===== config.mk =====
export PLATFORM = sky130hd
export DESIGN_NAME = osc_sample_core
export DESIGN_NICKNAME = d
export VERILOG_FILES = /design/src/logic/osc_pkg.sv /design/src/logic/osc_delay_line.sv /design/src/logic/osc_wave_lookup.sv /design/src/logic/osc_sample_core.sv
export SDC_FILE = /design/constraint.sdc
export NUM_CORES = 1
export LEC_CHECK = 0
export ABC_AREA = 1
export BUFFER_PORTS_ARGS = -buffer_cell sky130_fd_sc_hd__buf_4
export CORE_MARGIN = 2
export CORE_UTILIZATION = 60
export CTS_CLUSTER_DIAMETER = 60
export CTS_CLUSTER_SIZE = 10
export DETAILED_ROUTE_END_ITERATION = 10
export GPL_TIMING_DRIVEN = 0
export PLACE_DENSITY_LB_ADDON = 0.2
export SLEW_MARGIN = 40
export SYNTH_ARGS = -nofsm -noshare
export SYNTH_HDL_FRONTEND = slang
export SYNTH_HIERARCHICAL = 1
export SYNTH_SLANG_ARGS = --single-unit

===== constraint.sdc =====
create_clock -name clk -period 5 [get_ports clk]
set_clock_uncertainty 0.1 [all_clocks]
set_input_delay 1 -clock clk [delete_from_list [all_inputs] [get_ports clk]]
set_output_delay 1 -clock clk [all_outputs]
set_load 0.01 [all_outputs]

===== src/logic/osc_pkg.sv =====
// constants, types and latency arithmetic for the sample-timing oscillator
package osc_pkg;

   ////////////////////////////////////////////////////////////////////////////
   // architectures
   typedef enum logic [2:0] {
      ARCH_SMALL_TABLE = 3'h0,
      ARCH_LARGE_TABLE = 3'h1,
      ARCH_MULT_LOGIC  = 3'h2,
      ARCH_MULT_DEDIC  = 3'h3,
      ARCH_MULT_HALF   = 3'h4,
      ARCH_ROT_PAR     = 3'h5,
      ARCH_ROT_SER     = 3'h6
   } osc_arch_t;

   // base latencies in cycles
   localparam int BASE_SMALL_TABLE = 7;
   localparam int BASE_LARGE_TABLE = 4;
   localparam int BASE_MULT_LOGIC  = 11;
   localparam int BASE_MULT_SPEC   = 8;
   localparam int BASE_MULT_DEDIC  = 10;
   localparam int BASE_MULT_HALF   = 15;
   localparam int ROT_PAR_ADD      = 4;
   localparam int ROT_SER_ADD      = 2;
   localparam int SPEC_MIN_PREC    = 9;
   localparam int SPEC_MAX_PREC    = 18;
   localparam int DITHER_LAT       = 2;
   localparam int HALF_PERIOD      = 2;

   ////////////////////////////////////////////////////////////////////////////
   // register map (byte addresses) and fields
   localparam logic [3:0]  REG_CTRL    = 4'h0;
   localparam logic [3:0]  REG_STATUS  = 4'h4;
   localparam logic [3:0]  REG_LATENCY = 4'h8;
   localparam logic [3:0]  REG_SAMPLE  = 4'hC;
   localparam int          CTRL_RUN    = 0;
   localparam int          CTRL_CLRCNT = 1;
   localparam logic [1:0]  CTRL_RESET  = 2'h1;
   localparam logic [15:0] LFSR_SEED   = 16'hACE1;

   // wishbone request carrier
   typedef struct packed {
      logic        cyc;
      logic        stb;
      logic        we;
      logic [3:0]  sel;
      logic [3:0]  adr;
      logic [31:0] dat;
   } osc_wbreq_t;

   // total latency from input take to qualified output
   function automatic int latency(osc_arch_t arch, int n, bit dual, bit dith,
                                  int fmPipe, int pmPipe);
      int base;
      int add;
      add = fmPipe + pmPipe;
      unique case (arch)
         ARCH_SMALL_TABLE: base = BASE_SMALL_TABLE;
         ARCH_LARGE_TABLE: base = BASE_LARGE_TABLE;
         ARCH_MULT_LOGIC:  base = BASE_MULT_LOGIC;
         ARCH_MULT_DEDIC:  base = (n >= SPEC_MIN_PREC && n <= SPEC_MAX_PREC && dual)
                                  ? BASE_MULT_SPEC : BASE_MULT_DEDIC;
         ARCH_MULT_HALF:   base = BASE_MULT_HALF;
         ARCH_ROT_PAR:     base = 2 * n + ROT_PAR_ADD;
         default:          base = 2 * n + ROT_SER_ADD;
      endcase
      if (arch == ARCH_ROT_SER) begin
         add = add * n;
      end
      return base + (dith ? DITHER_LAT : 0) + add;
   endfunction : latency

   // enabled cycles between two samples
   function automatic int period(osc_arch_t arch, int n);
      return (arch == ARCH_ROT_SER) ? n : ((arch == ARCH_MULT_HALF) ? HALF_PERIOD : 1);
   endfunction : period

endpackage : osc_pkg


===== src/logic/osc_delay_line.sv =====
// enable-gated shift pipeline of fixed depth
`timescale 1ns/1ps
`default_nettype none
module osc_delay_line #(
   parameter int WIDTH = 8,
   parameter int DEPTH = 4
) (
   // clock and reset
   input  wire logic             clk,
   input  wire logic             rst,
   // stream
   input  wire logic             advance,
   input  wire logic [WIDTH-1:0] din,
   output logic      [WIDTH-1:0] dout
);
   logic [WIDTH-1:0] stage_ff [DEPTH];

   // every stage holds while advance is low, so a paused pipe resumes intact
   always_ff @(posedge clk) begin
      if (rst) begin
         for (int i = 0; i < DEPTH; i++) stage_ff[i] <= '0;
      end else if (advance) begin
         stage_ff[0] <= din;
         for (int i = 1; i < DEPTH; i++) stage_ff[i] <= stage_ff[i-1];
      end
   end

   assign dout = stage_ff[DEPTH-1];
endmodule : osc_delay_line
`default_nettype wire


===== src/logic/osc_wave_lookup.sv =====
// quarter-wave sine table giving sine and cosine of a phase word
`timescale 1ns/1ps
`default_nettype none
module osc_wave_lookup #(
   parameter int MAG_W = 12
) (
   // phase in
   input  wire logic [5:0]       phase,
   // samples out
   output logic      [MAG_W-1:0] sinVal,
   output logic      [MAG_W-1:0] cosVal
);
   // quarter wave, 16 points, amplitude 32767 before scaling
   function automatic logic [15:0] quarter(logic [3:0] idx);
      logic [15:0] t [16];
      t = '{16'h0000, 16'h0C8B, 16'h18F8, 16'h2527, 16'h30FB, 16'h3C56, 16'h471C,
            16'h5133, 16'h5A82, 16'h62F1, 16'h6A6D, 16'h70E2, 16'h7641, 16'h7A7C,
            16'h7D89, 16'h7F61};
      return t[idx];
   endfunction : quarter

   // full wave from quadrant folding; truncation keeps only the top bits
   function automatic logic [MAG_W-1:0] wave(logic [5:0] ph);
      logic [15:0] mag;
      logic [3:0]  idx;
      logic [15:0] signedMag;
      // second quadrant mirrors about the quarter point, so the index is 16 - k
      idx = ph[4] ? 4'(~ph[3:0] + 4'h1) : ph[3:0];
      mag = (ph[4] && ph[3:0] == 4'h0) ? 16'h7FFF : quarter(idx);
      signedMag = ph[5] ? 16'(-mag) : mag;
      return signedMag[15 -: MAG_W];
   endfunction : wave

   assign sinVal = wave(phase);
   assign cosVal = wave(6'(phase + 6'h10));
endmodule : osc_wave_lookup
`default_nettype wire


===== src/logic/osc_sample_core.sv =====
// oscillator core: phase accumulation, output cadence, latency pipe, wishbone
`timescale 1ns/1ps
`default_nettype none
module osc_sample_core #(
   parameter osc_pkg::osc_arch_t ARCH = osc_pkg::ARCH_SMALL_TABLE,
   parameter int ACC_W    = 32,
   parameter int MAG_W    = 12,
   parameter int FM_W     = 16,
   parameter int PM_W     = 16,
   parameter bit DUAL     = 1'b1,
   parameter bit DITHER   = 1'b0,
   parameter int FM_PIPE  = 0,
   parameter int PM_PIPE  = 0,
   parameter int CHANNELS = 1
) (
   // clock and reset
   input  wire logic              clk,
   input  wire logic              rst,
   // driver side
   input  wire logic              clken,
   input  wire logic [ACC_W-1:0]  phiInc,
   input  wire logic [FM_W-1:0]   freqMod,
   input  wire logic [PM_W-1:0]   phaseMod,
   // sample stream, no ready
   output logic      [MAG_W-1:0]  sinOut,
   output logic      [MAG_W-1:0]  cosOut,
   output logic                   outValid,
   output logic      [7:0]        outChannel,
   // wishbone slave
   input  wire logic              wb_cyc_i,
   input  wire logic              wb_stb_i,
   input  wire logic              wb_we_i,
   input  wire logic [3:0]        wb_sel_i,
   input  wire logic [3:0]        wb_adr_i,
   input  wire logic [31:0]       wb_dat_i,
   output logic      [31:0]       wb_dat_o,
   output logic                   wb_ack_o
);
   localparam int LAT    = osc_pkg::latency(ARCH, MAG_W, DUAL, DITHER, FM_PIPE, PM_PIPE);
   localparam int PERIOD = osc_pkg::period(ARCH, MAG_W);
   localparam int CH_W   = (CHANNELS > 1) ? $clog2(CHANNELS) : 1;
   localparam int PER_W  = (PERIOD > 1) ? $clog2(PERIOD) : 1;
   // lookup is combinational; the output register adds one stage, the pipe makes up the rest
   localparam int PIPE_D = LAT - 1;
   localparam int PKT_W  = 1 + 8 + 2 * MAG_W;

   ////////////////////////////////////////////////////////////////////////////
   // wishbone request and control registers
   osc_pkg::osc_wbreq_t req;
   assign req = '{cyc: wb_cyc_i, stb: wb_stb_i, we: wb_we_i, sel: wb_sel_i,
                  adr: wb_adr_i, dat: wb_dat_i};

   logic [1:0]  ctrl_ff;
   logic [1:0]  nxt_ctrl;
   logic        ack_ff;
   logic [31:0] rdat_ff;
   logic [31:0] nxt_rdat;
   logic [31:0] sampleCnt_ff;
   logic [31:0] nxt_sampleCnt;

   // a request is answered one cycle after it appears, then ack drops
   wire access   = req.cyc & req.stb & ~ack_ff;
   wire wrCtrl   = access & req.we & req.sel[0] & (req.adr == osc_pkg::REG_CTRL);
   wire clrCount = wrCtrl & req.dat[osc_pkg::CTRL_CLRCNT];

   ////////////////////////////////////////////////////////////////////////////
   // advance term: cadence, channel, dither, accumulator and pipe state move only on enabled cycles
   wire advance  = clken & ctrl_ff[osc_pkg::CTRL_RUN];

   ////////////////////////////////////////////////////////////////////////////
   // cadence counter: one input take per PERIOD enabled cycles
   logic [PER_W-1:0] slot_ff;
   logic [PER_W-1:0] nxt_slot;
   wire              lastSlot = (slot_ff == PER_W'(PERIOD - 1));
   wire              take     = advance & (slot_ff == '0);

   // cadence wraps every PERIOD enabled cycles; full rate stays at zero
   assign nxt_slot = !advance ? slot_ff
                   : (lastSlot ? '0 : PER_W'(slot_ff + 1'b1));

   ////////////////////////////////////////////////////////////////////////////
   // channel rotation and per-channel accumulators
   logic [CH_W-1:0]  chan_ff;
   logic [CH_W-1:0]  nxt_chan;
   logic [ACC_W-1:0] acc_ff [CHANNELS];
   logic [15:0]      lfsr_ff;
   logic [15:0]      nxt_lfsr;

   // channel 0 is taken on the first enabled edge after reset
   assign nxt_chan = !take ? chan_ff
                   : ((chan_ff == CH_W'(CHANNELS - 1)) ? '0 : CH_W'(chan_ff + 1'b1));

   // frequency word sign-extended to the accumulator width, phase word placed at its top bits
   wire [ACC_W-1:0] fmExt  = ACC_W'(signed'(freqMod));
   wire [ACC_W-1:0] pmExt  = {phaseMod, {(ACC_W - PM_W){1'b0}}};
   wire [ACC_W-1:0] accCur = acc_ff[chan_ff];
   wire [ACC_W-1:0] accNxt = accCur + phiInc + fmExt;
   wire [ACC_W-1:0] phMod  = accCur + pmExt;

   // dither nudges bits below the table index; small LFSR keeps cost low
   wire [ACC_W-1:0] dithWord = DITHER ? ACC_W'({lfsr_ff[1:0], {(ACC_W - 8){1'b0}}}) : '0;
   assign nxt_lfsr = advance ? {lfsr_ff[14:0], lfsr_ff[15] ^ lfsr_ff[13] ^ lfsr_ff[12]
                                ^ lfsr_ff[10]} : lfsr_ff;
   wire [ACC_W-1:0] phFinal  = phMod + dithWord;

   ////////////////////////////////////////////////////////////////////////////
   // sine and cosine of the current phase
   wire [MAG_W-1:0] sinNow;
   wire [MAG_W-1:0] cosNow;

   osc_wave_lookup #(
      .MAG_W (MAG_W)
   ) u_lookup (
      .phase  (phFinal[ACC_W-1 -: 6]),
      .sinVal (sinNow),
      .cosVal (cosNow)
   );

   ////////////////////////////////////////////////////////////////////////////
   // latency pipe: qualifier, channel and both samples travel together
   logic [PKT_W-1:0] firstStage_ff;
   logic [PKT_W-1:0] nxt_firstStage;
   wire  [PKT_W-1:0] pipeOut;

   // non-take slots carry a low qualifier so the sink skips them
   assign nxt_firstStage = !advance ? firstStage_ff
                         : {take, 8'(chan_ff), sinNow,
                            DUAL ? cosNow : {MAG_W{1'b0}}};

   osc_delay_line #(
      .WIDTH (PKT_W),
      .DEPTH (PIPE_D)
   ) u_pipe (
      .clk     (clk),
      .rst     (rst),
      .advance (advance),
      .din     (firstStage_ff),
      .dout    (pipeOut)
   );

   // field split of the pipe head
   wire             pipeValid = pipeOut[PKT_W-1];
   wire [7:0]       pipeChan  = pipeOut[PKT_W-2 -: 8];
   wire [MAG_W-1:0] pipeSin   = pipeOut[2*MAG_W-1 -: MAG_W];
   wire [MAG_W-1:0] pipeCos   = pipeOut[MAG_W-1:0];

   ////////////////////////////////////////////////////////////////////////////
   // output stage: pipe head registered straight to the pins
   logic             valid_ff;
   logic [7:0]       chanOut_ff;
   logic [MAG_W-1:0] sin_ff;
   logic [MAG_W-1:0] cos_ff;

   // qualifier follows the pipe so it rises with the first channel 0 result
   wire             nxt_valid  = advance & pipeValid;
   // data keeps moving between qualified samples; only the qualifier marks them
   wire [MAG_W-1:0] nxt_sin    = advance ? pipeSin : sin_ff;
   wire [MAG_W-1:0] nxt_cos    = advance ? pipeCos : cos_ff;
   wire [7:0]       nxt_chanOut = advance ? pipeChan : chanOut_ff;

   // samples counted as emitted; no ready input so nothing can stall here
   assign nxt_sampleCnt = clrCount ? '0
                        : (nxt_valid ? 32'(sampleCnt_ff + 1'b1) : sampleCnt_ff);

   ////////////////////////////////////////////////////////////////////////////
   // register readback decode
   wire [31:0] latencyWord = 32'(LAT);
   wire [31:0] sampleWord  = {{(32 - 2 * MAG_W){1'b0}}, sin_ff, cos_ff};
   wire [31:0] ctrlWord    = {30'h00000000, ctrl_ff};

   assign nxt_rdat = (req.adr == osc_pkg::REG_CTRL)    ? ctrlWord
                   : (req.adr == osc_pkg::REG_STATUS)  ? sampleCnt_ff
                   : (req.adr == osc_pkg::REG_LATENCY) ? latencyWord
                   : (req.adr == osc_pkg::REG_SAMPLE)  ? sampleWord
                   : 32'h00000000;

   // run bit written, clear bit is a self-clearing strobe
   assign nxt_ctrl = wrCtrl ? {1'b0, req.dat[osc_pkg::CTRL_RUN]} : {1'b0, ctrl_ff[0]};

   ////////////////////////////////////////////////////////////////////////////
   // bus registers
   always_ff @(posedge clk) begin
      if (rst) begin
         ctrl_ff <= osc_pkg::CTRL_RESET;
         ack_ff  <= 1'b0;
         rdat_ff <= 32'h00000000;
      end else begin
         ctrl_ff <= nxt_ctrl;
         ack_ff  <= access;
         rdat_ff <= access ? nxt_rdat : rdat_ff;
      end
   end

   // cadence, channel and dither state
   always_ff @(posedge clk) begin
      if (rst) begin
         slot_ff <= '0;
         chan_ff <= '0;
         lfsr_ff <= osc_pkg::LFSR_SEED;
      end else begin
         slot_ff <= nxt_slot;
         chan_ff <= nxt_chan;
         lfsr_ff <= nxt_lfsr;
      end
   end

   // accumulators step only on a take for the channel being served
   always_ff @(posedge clk) begin
      if (rst) begin
         for (int i = 0; i < CHANNELS; i++) acc_ff[i] <= '0;
      end else if (take) begin
         acc_ff[chan_ff] <= accNxt;
      end
   end

   // first pipe stage and output registers
   always_ff @(posedge clk) begin
      if (rst) begin
         firstStage_ff <= '0;
         valid_ff      <= 1'b0;
         chanOut_ff    <= 8'h00;
         sin_ff        <= '0;
         cos_ff        <= '0;
         sampleCnt_ff  <= 32'h00000000;
      end else begin
         firstStage_ff <= nxt_firstStage;
         valid_ff      <= nxt_valid;
         chanOut_ff    <= nxt_chanOut;
         sin_ff        <= nxt_sin;
         cos_ff        <= nxt_cos;
         sampleCnt_ff  <= nxt_sampleCnt;
      end
   end

   ////////////////////////////////////////////////////////////////////////////
   // pins
   assign sinOut     = sin_ff;
   assign cosOut     = cos_ff;
   assign outValid   = valid_ff;
   assign outChannel = chanOut_ff;
   assign wb_dat_o   = rdat_ff;
   assign wb_ack_o   = ack_ff;

endmodule : osc_sample_core
`default_nettype wire


-- Word level (Yosys, flattened, before mapping)
Memories as Yosys holds them, arrays and structs flattened.
Cells that the tools add are included.
- order comparisons: 2
- $add $sub $neg: 11
- equality and inequality tests: 3
- divide/modulo/power cells: 0
- reductions and logical operators: 7
- mux-type cells: 32
- multipliers: 0
- shift-type cells: 0
- bitwise operators: 21
- operators with widths (cell ; number):
    33-bit 2-to-1 mux ; 6
    16-bit 2-to-1 mux ; 8
    32-bit adder ; 3
    32-bit 2-to-1 mux ; 3
    24-bit 2-to-1 mux ; 2
    32-bit by 1-bit adder with 32-bit output (second input constant) ; 1
    16-bit negator ; 2
    32-bit OR reduction ; 1
    4-bit zero test ; 3
    1-bit 2-to-1 mux ; 11
    5-bit greater-or-equal comparator (second input constant) ; 2
    4-bit inverter with 5-bit output ; 2
    1-bit bitwise AND ; 9
    4-bit by 1-bit adder with 4-bit output (second input constant) ; 2
    4-bit == test (second input constant) ; 2
    4-bit 2-to-1 mux ; 2
    4-bit inverter ; 2
    6-bit by 5-bit adder with 6-bit output (second input constant) ; 1
    1-bit OR ; 6
    4-bit by 3-bit == test with 1-bit output (second input constant) ; 1
    1-bit adder (second input constant) ; 2
    1-bit logical AND ; 2
    1-bit inverter ; 2
    2-bit OR reduction ; 1
- input port bits: 110
- word-level logic and storage cells: 92
- register bits after elaboration: 128
- memory bits (writable): 230
- latch bits: 0
- output and inout bits: 66
- bits in read-only memories: 512
- memories: 4
- memories (memory ; depth ; width ; rd ports ; clocked after memory_dff ; wr ports ; line ; source):
    (name not given) ; 16 ; 16 ; 1 ; 0 ; 0 ; osc_wave_lookup.sv:19 ; return t[idx];
    (name not given) ; 16 ; 16 ; 1 ; 0 ; 0 ; osc_wave_lookup.sv:19 ;
    u_pipe.stage_ff ; 6 ; 33 ; 6 ; 0 ; 6 ; osc_delay_line.sv:16 ; logic [WIDTH-1:0] stage_ff [DEPTH];
    acc_ff ; 1 ; 32 ; 1 ; 0 ; 1 ; osc_sample_core.sv:85 ; logic [ACC_W-1:0] acc_ff [CHANNELS];

-- Logic depth before layout (Yosys ltp)
Gate-level depths: netlist of the first run.
An unclocked memory read counts as a cell.
- depth after elaboration: 13
- mapped depth: 26
- mapped depth without buffers: 26

-- Hierarchy
The synthesis of the first run kept the hierarchy.
- modules (own cells, without submodules) (module ; area an instance (um^2) ; cells an instance ; times used ; seq. area each (um^2)):
    osc_sample_core ; 9899.5 ; 1451 ; 1 ; 3443.3
    osc_delay_line ; 7843.8 ; 651 ; 1 ; 5945.7
    osc_wave_lookup ; 1485.2 ; 283 ; 1 ; 0.0

-- Least setup slack after synthesis of the first run
No wires, ideal clock.
- path kind: input -> register
- from: input port phaseMod[1]
- to: register firstStage_ff[9]
- data arrival time: 4.427 ns
- path buffers: 0
- library setup time: 0.113 ns
- path slack: 0.361 ns
- required time: 4.787 ns
- stages: 21
- path through: ha_1 > inv_1 > o21ai_0 > inv_1 > o21ai_0 > a21oi_1 > xor2_1 > inv_2 > ha_1 > inv_1 > o21ai_2 > ha_1 > inv_1 > nor4_1 > nand4_1 > nor2_2 > nand2_2 > nand3_1 > o21ai_1 > nand2_1 > nand2_1
- cells in the longest elaborated chain, start to end: 12
- elaborated cells between the ends (all ways): 14
- those cells by class: add/sub (4); mux (5); bitwise (2); reduce/logical (2); memory (1)
- ends and longest elaborated chain (what ; line ; source):
    start, declared ; osc_sample_core.sv:23 ; input wire logic [PM_W-1:0] phaseMod,
    32-bit adder * ; osc_sample_core.sv:98 ; wire [ACC_W-1:0] phMod = accCur + pmExt;
    named net phFinal[26] ; osc_sample_core.sv:104 ; wire [ACC_W-1:0] phFinal = phMod + dithWord;
    6-bit by 5-bit adder with 6-bit output * ; osc_wave_lookup.sv:35 ; assign cosVal = wave(6'(phase + 6'h10));
    4-bit inverter ; osc_wave_lookup.sv:28 ; idx = ph[4] ? 4'(~ph[3:0] + 4'h1) : ph[3:0];
    4-bit by 1-bit adder with 4-bit output ; osc_wave_lookup.sv:28 ;
    4-bit 2-to-1 mux ; osc_wave_lookup.sv:28 ;
    4-bit inverter with 5-bit output (not written as such) ; osc_wave_lookup.sv:19 ;
    memory read 16 x 16 bit ; n/a ;
    16-bit 2-to-1 mux (not written as such) (2 in a row) ; osc_wave_lookup.sv:19 ;
    16-bit 2-to-1 mux ; osc_wave_lookup.sv:29 ; mag = (ph[4] && ph[3:0] == 4'h0) ? 16'h7FFF : quarter(idx);
    16-bit negator ; osc_wave_lookup.sv:30 ; signedMag = ph[5] ? 16'(-mag) : mag;
    16-bit 2-to-1 mux * ; osc_wave_lookup.sv:30 ;
    named net cosNow[9] ; osc_sample_core.sv:109 ; wire [MAG_W-1:0] cosNow;
    end signal, assigned ; osc_sample_core.sv:226 ; firstStage_ff <= nxt_firstStage;
    end, declared ; osc_sample_core.sv:121 ; logic [PKT_W-1:0] firstStage_ff;
Mark *: on every way through the listed nets, which the timed path passes. The rest lies on a longest branch. The select of a mux whose other input is x is not followed.
A chain may end at the register's enable or synchronous reset.

-- Worst setup path in the final report of the first run
- from: input port phaseMod[1]
- to: register firstStage_ff[6]
The elaborated chain is that of the path after synthesis.

==> results of run 1 <==
[cell type report]
class | count | area, µm² | share of cell area, %
multi-input combinational | 1506 | 7650 | 34.4
timing repair buffer | 149 | 1190 | 5.37
sequential | 354 | 9390 | 42.3
clock buffer | 69 | 1170 | 5.28
clock inverter | 5 | 70.1 | 0.315
tap | 402 | 503 | 2.26
buffer | 97 | 607 | 2.73
inverter | 435 | 1630 | 7.35
[worst reg2reg max path, delay by kind of cell (launching register included)]
family,cells,cell delay (ns)
simple gates,8,1.26
fa+ha+maj,3,0.97
compound gates,4,0.97
buf+inv,5,0.49
flops,1,0.41
xor+xnor,1,0.31
[synth_stat cells, drive strengths merged (4+ instances only)]
cell,n,area [µm²]
o211ai,15,123
o21a,4,30.0
o21ai,86,434
edfxtp,230,6910
ha,54,676
nand3,136,768
o21bai,5,37.5
buf,70,502
nor3,24,135
nand4,11,68.8
o22ai,17,106
nor2,379,1500
inv,432,1620
fa,32,641
clkbuf,27,101
a21oi,93,477
dfxtp,124,2480
nand2,607,2320
xnor2,11,104
xor2,8,70.1
[repair_timing]
item,CTS,global route
setup buffers,1,0
resized for setup,1,2
pin swaps,1,0
setup endpoints to repair,24,22
cloned,0,0
[sequential cells by signal, summed over array words and instances (netlist names)]
register,count
ctrl_ff,1
acc_ff,32
u_pipe/stage_ff,198
sampleCnt_ff,32
outValid,1
outChannel,8
cosOut,12
firstStage_ff,25
wb_dat_o,32
wb_ack_o,1
sinOut,12
[stage by stage]
| stage | setup slack, ns | setup TNS (ns) | util, % | hold WS, ns |
|---|---|---|---|---|
| floorplan | 0.361 | 0 | - | 0.327 |
| finish | 0.273 | 0 | 70.4 | 0.363 |
| global placement | -1.10 | -78.52 | 66.0 | 0.348 |
| CTS | 0.135 | 0 | 70.4 | 0.364 |
| global route | 0.0139 | 0 | 70.4 | 0.381 |
| detailed placement | -0.921 | -18.90 | 66.4 | 0.356 |
[power by group through the flow]
stage / registers (µW) / clock network (µW) / logic [µW]
2_1_floorplan: 3570 / 0 / 2760
3_3_place_gp: 3610 / 0 / 3560
3_5_place_dp: 3610 / 0 / 3640
4_1_cts: 3550 / 2810 / 3680
5_1_grt: 3580 / 2940 / 4190
6_report: 3550 / 2770 / 3710
[worst max path at each step]
stage | to | slack (ns) | cells past startpoint | start
final | firstStage_ff[6] | 0.27 | 22 | phaseMod[1]
after global routing | firstStage_ff[17] | 0.01 | 24 | phaseMod[1]
after CTS | firstStage_ff[6] | 0.14 | 22 | phaseMod[1]
after detailed placement | firstStage_ff[6] | -0.92 | 22 | phaseMod[1]
after global placement | firstStage_ff[5] | -1.10 | 22 | phaseMod[1]
after floorplan | firstStage_ff[9] | 0.36 | 21 | phaseMod[1]
[logic make-up (layout without fill, tap and decap cells)]
logic type	after synthesis	after routing	share of synthesized area [%]
buf+inv	532	755	11.6
flops	354	354	48.8
other cells	1	8	0.0195
fa+ha+maj	86	86	6.85
compound gates	226	226	6.51
xor+xnor	19	19	0.904
simple gates	1167	1167	25.3
[routing by layer]
metal  GRT usage, %  vias to the layer above
met5              0                        -
met4           10.3                        0
met3           3.69                      106
met2           49.8                      453
met1           34.4                     7216
li1               -                     7854
==> results by group, run 1 <==
Yosys
  – EDFF count, synth: 230
  – Main flop type after synthesis: edfxtp_1
  – Distinct cells, synth: 47
  – Post-synthesis sequential area ratio: 48.8%
  – Gate count after technology mapping: between 2000 and 2500
  – #FFs+latches synth: ~350
  – Avg Inst Size Synth: 8.06 µm²
  – Mapped Area: 19200 µm²
  – Fraction of registers with async set/reset: 0%
  – Ys Warns: 6

Min path
  – Hold EP: wb_dat_o[11]
  – Hold Path Depth: 2
  – Hold path start: wb_dat_o[11]
  – HP Class: reg2reg

Cells and area
  – Share of post-route cells with drive strength above 1: approximately an eighth
  – Commonest non-fill, non-tap cell in the layout: nand2_1
  – Layout area overhead: 15.6%
  – Ant diodes: 0
  – Filler cell count: 2540
  – Fin area: 22200 µm²
  – Commonest cells after routing, fill and taps aside: nand2_1, inv_1, nor2_1, edfxtp_1, buf_4
  – Nets: ~2800
  – Layout Cells excl Fill: around 3000

Worst setup path
  – CP Class: in2reg
  – Critical path endpoint category: flop
  – Slowest stage delay, CP: 0.36 ns
  – Crit-path slowest cell: o21ai_0
  – Worst Path Required: 5.34 ns
  – Most common cell on crit path: inv_1
  – Reg-to-reg critical path startpoint: acc_ff[0][17]
  – Worst-path fanout max: 13
  – R2R depth: 21
  – Critical path arrival: approximately 5.1 ns
  – Crit path max-delay family: simple AND/OR/NAND/NOR gates
  – Reg-to-reg slack, setup: around 0.41 ns
  – Crit path cell chain: buf_4 > ha_1 > inv_1 > o21ai_2 > inv_1 > o21ai_0 > a21oi_1 > xor2_2 > inv_2 > ha_1 > inv_1 > o21ai_4 > ha_1 > inv_1 > nor4_1 > nand4_1 > nor2_2 > nand2_2 > nand4_1 > nand2_1 > nand2_1 > nand2_1
  – WP buf/inv: 6
  – CP startpoint kind: input pin
  – Critical R2R Capture: firstStage_ff[6]

Detailed routing
  – DRT Pass-1 Iters: 6
  – Antenna viol nets, final: 0
  – Total Wirelength: roughly 46000 µm
  – Met2 WL: 22900 µm
  – Vias: roughly 16000
  – Via density: 5.18
  – DRC: 0
  – Detail Route met3 WL: approximately 2500 µm
  – Met1 wire length: between 15000 and 20000 µm
  – Top layer in use: met4
  – Starting DRC count in detailed routing: just under 1000
  – Post-DR wirelength/cell: 15.3 µm

Clocking
  – Post-CTS Hold Fix Bufs: 0
  – Clock Latency Late Sink: 0.55 ns
  – Root buffer cell: clkbuf_16
  – CTS tree: yes
  – Bufs on Longest Clock Path: 3
  – Clock Pin Slew Worst Setup and Hold Paths: 0.05 ns
  – H-tree levels: 2
  – CTS buffer count: 42
  – Clk sink count: around 350

Floorplan
  – Initial core utilization: 60.9%
  – Chip height: between 150 and 200 µm
  – Row count: 65
  – Full die area: about 33000 µm²
  – Die width: 183 µm
  – Core area: 31600 µm²
  – IO Count: 176

Power and ir drop
  – Switching power: 3740 µW
  – Clock share of power: 27.6%
  – P_leak: 0.00999 µW
  – Peak VDD IR: between 0.0004 and 0.0005 V
  – Combinational share of power: 37.0%
  – Pwr dens: approximately 450 nW/µm²
  – Share of power burned in registers: between 30% and 40%
  – Power consumption: between 10000 and 15000 µW
  – Switching portion of total power: between 30% and 40%
  – Cell internal pwr: 6290 µW

Placed design
  – GPL Wtd Cong: 0.967
  – Placed Area: 21000 µm²
  – Port-buffer cells: 142
  – Placed cells: between 2000 and 3000
  – Hpwl dp: 34500 µm

Global route
  – Vias in the first global route: 15200
  – Initial antenna violation count: 0
  – GRT overflow: 0
  – Pin count of the biggest net entering global routing: 43
  – All-Layer GR Usage: 27.8%
  – Global-route wire length before repair: ~74000 µm

STA
  – Tcrit/Tclk final: 94.5%
  – Setup Viol. Count Final: 0
  – Final Hold Fails: 0
  – RSZ-0062 raised after global routing: false
  – Max-slew violations: 0
  – Max Fclk: 0.212 GHz
  – Worst-Margin Slew: 0.792 ns
  – Minimum clock period after layout: around 4.7 ns
  – Rel. slew slack: a little under half

Run status
  – Outcome: complete, no violations

Run
  – Maxcap violations: 0
Note: power is estimated with default switching activity, not from simulation.
==> inputs of run 2 (changes only) <==
ABC_AREA = not set   (was 1)
==> run 2 against run 1 <==
  * Cell count is 23% lower
  * Maximum frequency down 1.3%
  * Synthesized cell count is 29% lower
  * Via count down 14%
  * Clock power is 6% lower
  * Wire length is 11% lower
  * First-iteration DRC count fell by 27%
  * Setup slack worse by 0.063 ns
  * Count of clock-buffer cells in the layout fell by 3
  * Critical endpoint is now firstStage_ff[5]
  * Final area is 2.7% lower
  * Core utilization increased by 0.46 points
==> results by group, run 2 <==
STA
  – Worst-Margin Slew: 0.830 ns (+0.0379 ns)
  – Setup ws final: 0.210 ns (-0.0633 ns)
  – Max-slew violations: 0 (unchanged)
  – Minimum clock period after layout: 4.79 ns (+0.0633 ns)
  – Tcrit/Tclk final: 95.8% (+1.3 points)
  – Max Fclk: 0.209 GHz (-1.3%)
  – Rel. slew slack: 44.7% (-2.5 points)
  – Final Hold Fails: 0 (unchanged)
  – Setup Viol. Count Final: 0 (unchanged)

Global route
  – All-Layer GR Usage: 25.1% (-2.7 points)
  – Pin count of the biggest net entering global routing: 46 (+7.0%)
  – Vias in the first global route: 13300 (-12%)
  – GR Util met2: 45.7% (-4.1 points)
  – Initial antenna violation count: 0 (unchanged)
  – M3 GR Usage: 3.30% (-0.39 points)
  – Global-route wire length before repair: 65900 µm (-10%)
  – GRT overflow: 0 (unchanged)
  – Gr busiest metal: met2
  – M1 GR Usage: 30.1% (-4.3 points)

Clocking
  – Bufs on Longest Clock Path: 3 (unchanged)
  – Post-CTS Hold Fix Bufs: 0 (unchanged)
  – CTS tree: yes
  – Root buffer cell: clkbuf_16
  – H-tree levels: 2 (unchanged)
  – Clock Latency Late Sink: 0.52 ns (-0.03 ns)
  – CTS buffer count: 41 (-2.4%)
  – Clk sink count: 354 (unchanged)
  – Clock Pin Slew Worst Setup and Hold Paths: 0.05 ns (about the same)

Yosys
  – Ys Warns: 6 (unchanged)
  – Post-synthesis sequential area ratio: 50.7% (+1.8 points)
  – Gate count after technology mapping: 1682 (-29%)
  – Main flop type after synthesis: edfxtp_1
  – Fraction of registers with async set/reset: 0% (unchanged)
  – Mapped Area: 18500 µm² (-3.6%)
  – Top-count cell post-synth: edfxtp_1
  – Biggest area consumer among synthesized cells: edfxtp_1
  – Yosys top cell area share: 37.3% (+1.4 points)
  – Distinct cells, synth: 90 (+91%)
  – Avg Inst Size Synth: 11.0 µm² (+37%)
  – EDFF count, synth: 230 (unchanged)
  – Commonest cells post-synth: edfxtp_1, and3b_1, nand2_1
  – #FFs+latches synth: 354 (unchanged)
  – Area contributors post-synth: edfxtp_1, dfxtp_1, and3b_1

Placed design
  – GPL Wtd Cong: 0.903 (-6.6%)
  – Placed Area: 20200 µm² (-3.4%)
  – Dpl ws: -1.43 ns (-0.505 ns)
  – Hpwl dp: 30700 µm (-11%)
  – Placed cells: 2233 (-24%)
  – Port-buffer cells: 142 (unchanged)

Run status
  – Outcome: complete, no violations

Floorplan
  – Chip height: 180 µm (-1.8%)
  – Die width: 180 µm (-1.8%)
  – Core area: 30500 µm² (-3.3%)
  – Row count: 64 (-1.5%)
  – Initial core utilization: 60.7% (-0.20 points)
  – Full die area: 32300 µm² (-3.5%)
  – IO Count: 176 (unchanged)

Power and ir drop
  – Power consumption: 11300 µW (+12%)
  – Share of power burned in registers: 31.3% (-4.1 points)
  – Pwr dens: 521 nW/µm² (+16%)
  – Peak VDD IR: 0.000470 V (+11%)
  – Switching portion of total power: 36.9% (-0.37 points)
  – Combinational share of power: 45.6% (+8.6 points)
  – P_leak: 0.00942 µW (-5.8%)
  – Clock share of power: 23.2% (-4.4 points)
  – Switching power: 4160 µW (+11%)
  – Cell internal pwr: 7110 µW (+13%)

Worst setup path
  – Critical path arrival: 5.13 ns (+0.07 ns)
  – Crit path max-delay family: adder cells
  – Crit path cell chain: buf_4 > ha_1 > a211oi_2 > a21oi_2 > buf_4 > o2111ai_1 > nand2_1 > xor2_4 > buf_6 > clkinvlp_4 > ha_1 > mux2_4 > ha_1 > nor4_2 > nand2_1 > o31ai_4 > buf_2 > xor2_1 > nand2_1 > a21oi_1
  – CP startpoint kind: input pin
  – Worst-path fanout max: 12 (-1)
  – Crit-path slowest cell: mux2_4
  – WP buf/inv: 5 (-1)
  – Slowest stage delay, CP: 0.38 ns (+0.02 ns)
  – Worst Path Required: 5.34 ns (about the same)
  – CP Class: in2reg
  – Critical path endpoint category: flop

Run
  – Maxcap violations: 0 (unchanged)

Cells and area
  – Nets: 2084 (-25%)
  – Commonest cells after routing, fill and taps aside: edfxtp_1, and3b_1, buf_4, nand2_1, dfxtp_1
  – Number of flip-flops in the largest register: 198 (unchanged)
  – Reg with most FFs: u_pipe/stage_ff
  – Commonest non-fill, non-tap cell in the layout: edfxtp_1
  – Layout Cells excl Fill: 2310 (-23%)
  – Layout area overhead: 16.7%
  – Fin area: 21600 µm² (-2.7%)
  – Share of post-route cells with drive strength above 1: 18.1% (+5.4 points)
  – Ant diodes: 0 (unchanged)

Detailed routing
  – Antenna viol nets, final: 0 (unchanged)
  – DRC: 0 (unchanged)
  – Vias: 13400 (-14%)
  – Via density: 5.79 (+12%)
  – Total Wirelength: 41200 µm (-11%)
  – Starting DRC count in detailed routing: 712 (-27%)
  – DRT Pass-1 Iters: 5 (-1)
  – Post-DR wirelength/cell: 17.8 µm (+17%)

Min path
  – HP Class: reg2reg
## run 2: stage by stage
stage          util (%)  hold WS (ns)  setup TNS [ns]
6_report           70.9         0.350               0
4_1_cts            70.4         0.352               0
5_1_grt            70.9         0.374         -0.0133
3_3_place_gp       65.9         0.342         -332.83
3_5_place_dp       66.4         0.345          -26.15
2_1_floorplan         -         0.332               0
## run 2: final cells by class
class	instances	area, µm²
Clock buffer	66	1130
Inverter	15	60.1
Multi-Input combinational cell	1175	8420
Timing Repair Buffer	157	1250
Sequential cell	354	9390
Clock inverter	3	22.5
Buffer	144	856
Fill cell	2167	8890
Tap cell	396	495
## run 2: final timing paths
path | depth (start not counted) | start | end | slack (ns)
setup reg to reg | 19 | acc_ff[0][18] | firstStage_ff[5] | 0.37
hold / removal | 2 | wb_dat_o[29] | wb_dat_o[29] | 0.35
hold reg to reg | 2 | wb_dat_o[29] | wb_dat_o[29] | 0.35
setup / recovery | 20 | phaseMod[2] | firstStage_ff[5] | 0.21
## run 2: tightest hold or removal path, cell delays in order, from the launching register on
cell	delay, ns
dfxtp_1	0.30
nand2_1	0.05
a21oi_1	0.05
## run 2: cell families (layout without fill, tap and decap cells)
| family | after synthesis | after routing | synth area share [%] |
|---|---|---|---|
| AOI/OAI and AO/OA | 301 | 301 | 11.0 |
| xor gates and xnor gates | 71 | 71 | 3.54 |
| adders and majority gates | 86 | 86 | 7.10 |
| buffers and inverters | 160 | 385 | 4.92 |
| DFF | 354 | 354 | 50.7 |
| muxes | 11 | 11 | 0.682 |
| other | 1 | 8 | 0.0202 |
| and+or+nand+nor | 698 | 698 | 22.1 |
## run 2: power by group through the flow
stage	logic, µW	clock network [µW]	registers (µW)
3_5_place_dp	4760	0	3580
3_3_place_gp	4680	0	3580
5_1_grt	5690	2780	3550
6_report	5140	2610	3520
2_1_floorplan	3750	0	3550
4_1_cts	4900	2660	3520
## run 2: repair_timing
| action | CTS | global route |
|---|---|---|
| gates cloned | 0 | 1 |
| setup endpoints to repair | 24 | 22 |
| gates resized for setup | 8 | 17 |
| pin swaps | 2 | 3 |
| buffers inserted | 2 | 6 |
## run 2: per-layer routing
metal	part of all wire [%]	vias up	wire length (µm)
met5	0	-	0
met1	41	6393	16800
li1	-	6532	-
met2	51	366	21000
met3	4.6	85	1910
met4	3.7	0	1520
==> inputs of run 3 (changes only) <==
BUFFER_PORTS_ARGS = not set   (was -buffer_cell sky130_fd_sc_hd__buf_4)
DONT_BUFFER_PORTS = 1   (was not set)
==> run 3 against run 2 <==
  * Core utilization is 3.4 points lower
  * Clock power rose by 10%
  * Critical path type is now reg2reg
  * Worst hold slack barely moved
  * Non-clock buffer count down 148
  * Power down 0.29%
  * Sequential cell count unchanged
  * Final area decreased by 4.8%
  * Maximum frequency is 3.3% higher
  * Via count fell by 5.7%
  * Die area stayed put
  * Critical endpoint is now firstStage_ff[2]
==> results by group, run 3 (synthesis results as in run 2) <==
Run status
  – Outcome: complete, no violations

Detailed routing
  – Post-DR wirelength/cell: 18.2 µm (+1.9%)
  – Starting DRC count in detailed routing: 730 (+2.5%)
  – Vias: 12600 (-5.7%)
  – Total Wirelength: 39300 µm (-4.4%)
  – Via density: 5.82 (+0.49%)
  – DRC: 0 (unchanged)
  – Antenna viol nets, final: 0 (unchanged)
  – DRT Pass-1 Iters: 5 (unchanged)

Worst setup path
  – Critical path endpoint category: flop
  – CP Class: reg2reg
  – Worst Setup EP: firstStage_ff[2]
  – Crit-path slowest cell: edfxtp_1
  – Reg-to-reg slack, setup: 0.36 ns (about the same)
  – Critical path arrival: 4.98 ns (-0.15 ns)
  – Slowest stage delay, CP: 0.45 ns (+0.07 ns)
  – Crit path from: acc_ff[0][21]
  – Worst Path Required: 5.34 ns (about the same)
  – Critical R2R Capture: firstStage_ff[2]
  – CP startpoint kind: flop
  – Worst path depth: 18 (-10%)
  – Worst-path fanout max: 12 (unchanged)
  – R2R depth: 18 (-1)
  – Reg-to-reg critical path startpoint: acc_ff[0][21]
  – Crit path cell chain: ha_1 > o2111ai_1 > a21oi_2 > o2111ai_1 > nand2_1 > xor2_4 > buf_6 > clkinvlp_4 > ha_1 > mux2_2 > ha_1 > and3_1 > nand2_1 > o31ai_1 > buf_4 > xnor2_1 > nand2_1 > a21oi_1
  – WP buf/inv: 3 (-2)
  – Crit path max-delay family: adder cells

Power and ir drop
  – Pwr dens: 546 nW/µm² (+4.7%)
  – P_leak: 0.00872 µW (-7.4%)
  – Peak VDD IR: 0.000478 V (+1.7%)

Global route
  – All-Layer GR Usage: 24.4% (-0.69 points)
  – Initial antenna violation count: 1 (+1)
  – Global-route wire length before repair: 64200 µm (-2.6%)
  – Vias in the first global route: 12800 (-3.4%)
  – GRT overflow: 0 (unchanged)
  – Pin count of the biggest net entering global routing: 43 (-6.5%)

Floorplan
  – Full die area: 32300 µm² (unchanged)
  – Row count: 64 (unchanged)
  – Die width: 180 µm (unchanged)
  – Initial core utilization: 60.7% (unchanged)
  – IO Count: 176 (unchanged)
  – Core area: 30500 µm² (unchanged)
  – Chip height: 180 µm (unchanged)

Min path
  – HP Class: reg2reg

STA
  – Max-slew violations: 0 (unchanged)
  – Final Hold Fails: 0 (unchanged)
  – Setup ws final: 0.362 ns (+0.152 ns)
  – Setup Viol. Count Final: 0 (unchanged)
  – RSZ-0062 raised after global routing: false
  – Tcrit/Tclk final: 92.8% (-3.0 points)
  – Max Fclk: 0.216 GHz (+3.3%)
  – Rel. slew slack: 44.9% (+0.22 points)
  – Worst-Margin Slew: 0.827 ns (-0.00334 ns)
  – Minimum clock period after layout: 4.64 ns (-0.152 ns)

Clocking
  – CTS buffer count: 42 (+2.4%)
  – H-tree levels: 2 (unchanged)
  – CTS tree: yes
  – Bufs on Longest Clock Path: 3 (unchanged)
  – Clk sink count: 354 (unchanged)
  – Root buffer cell: clkbuf_16
  – Clock Pin Slew Worst Setup and Hold Paths: 0.06 ns (about the same)
  – Clock Latency Late Sink: 0.53 ns (about the same)

Placed design
  – GPL Wtd Cong: 0.928 (+2.8%)
  – Dpl ws: -1.22 ns (+0.208 ns)
  – Port-buffer cells: 0 (-100%)
  – Placed cells: 2090 (-6.4%)
  – Hpwl dp: 29100 µm (-5.2%)

Run
  – Maxcap violations: 0 (unchanged)

Cells and area
  – Ant diodes: 0 (unchanged)
  – Filler cell count: 2298 (+6.0%)
  – Nets: 1937 (-7.1%)
  – Share of post-route cells with drive strength above 1: 11.1% (-7.1 points)
  – Commonest cells after routing, fill and taps aside: edfxtp_1, and3b_1, nand2_1, dfxtp_1, nor2_1
  – Reg with most FFs: u_pipe/stage_ff
  – Layout area overhead: 11.1%
  – Commonest non-fill, non-tap cell in the layout: edfxtp_1
  – Layout Cells excl Fill: 2167 (-6.2%)
  – Number of flip-flops in the largest register: 198 (unchanged)
==> run 3: where the power goes <==
group          switching (µW)  internal [µW]
combinational            2830           2010
sequential                126           3410
clock                    1120           1750
total                    4070           7170
==> run 3: through the flow <==
stage	utilization [%]	hold slack (ns)	power, µW	setup TNS, ns	cell area [µm²]
floorplan	-	0.332	7300	0	18600
global placement	62.5	0.342	8160	-324.41	19100
detailed placement	62.9	0.345	8230	-21.08	19200
CTS	67.3	0.352	11200	0	20500
global route	67.5	0.367	12000	0	20600
finish	67.5	0.350	11200	0	20600
==> run 3: tightest hold or removal path, cell delays in order (launching register included) <==
cell and delay (ns):
dfxtp_1 0.30, nand2_1 0.05, a21oi_1 0.05
==> run 3: area by class of cell <==
type	instances	area (µm²)	area share (%)
multi-input cells	1175	8340	40.5
clock inverters	6	128	0.620
well taps	396	495	2.41
plain buffers	144	851	4.13
clock buffers	68	1170	5.68
inverters	15	60.1	0.292
repair buffers	9	158	0.766
flip-flops and latches	354	9390	45.6
==> run 3: layer usage <==
layer	share of wire (%)	track usage, %	routed length [µm]	vias to the layer above
met1	40	28.8	15800	5966
met5	0.030	0	12	-
met3	5.4	4.52	2110	89
li1	-	-	-	6249
met4	3.8	9.66	1500	2
met2	51	44.0	19900	303
==> run 3: worst min-delay path by stage <==
| stage | depth (start not counted) | slack [ns] | start | endpoint |
|---|---|---|---|---|
| global placement | 2 | 0.34 | firstStage_ff[3] | firstStage_ff[3] |
| finish | 2 | 0.35 | firstStage_ff[15] | firstStage_ff[15] |
| global route | 2 | 0.37 | firstStage_ff[8] | firstStage_ff[8] |
| CTS | 2 | 0.35 | firstStage_ff[15] | firstStage_ff[15] |
| floorplan | 2 | 0.33 | firstStage_ff[0] | firstStage_ff[0] |
| detailed placement | 2 | 0.34 | firstStage_ff[15] | firstStage_ff[15] |
==> run 3: repair_timing <==
action / 4_1_cts / 5_1_grt
resized for setup: 5 / 6
hold buffers: 0 / 0
gates cloned: 0 / 0
buffers inserted: 1 / 3
setup endpoints to repair: 22 / 21
pin swaps: 2 / 0
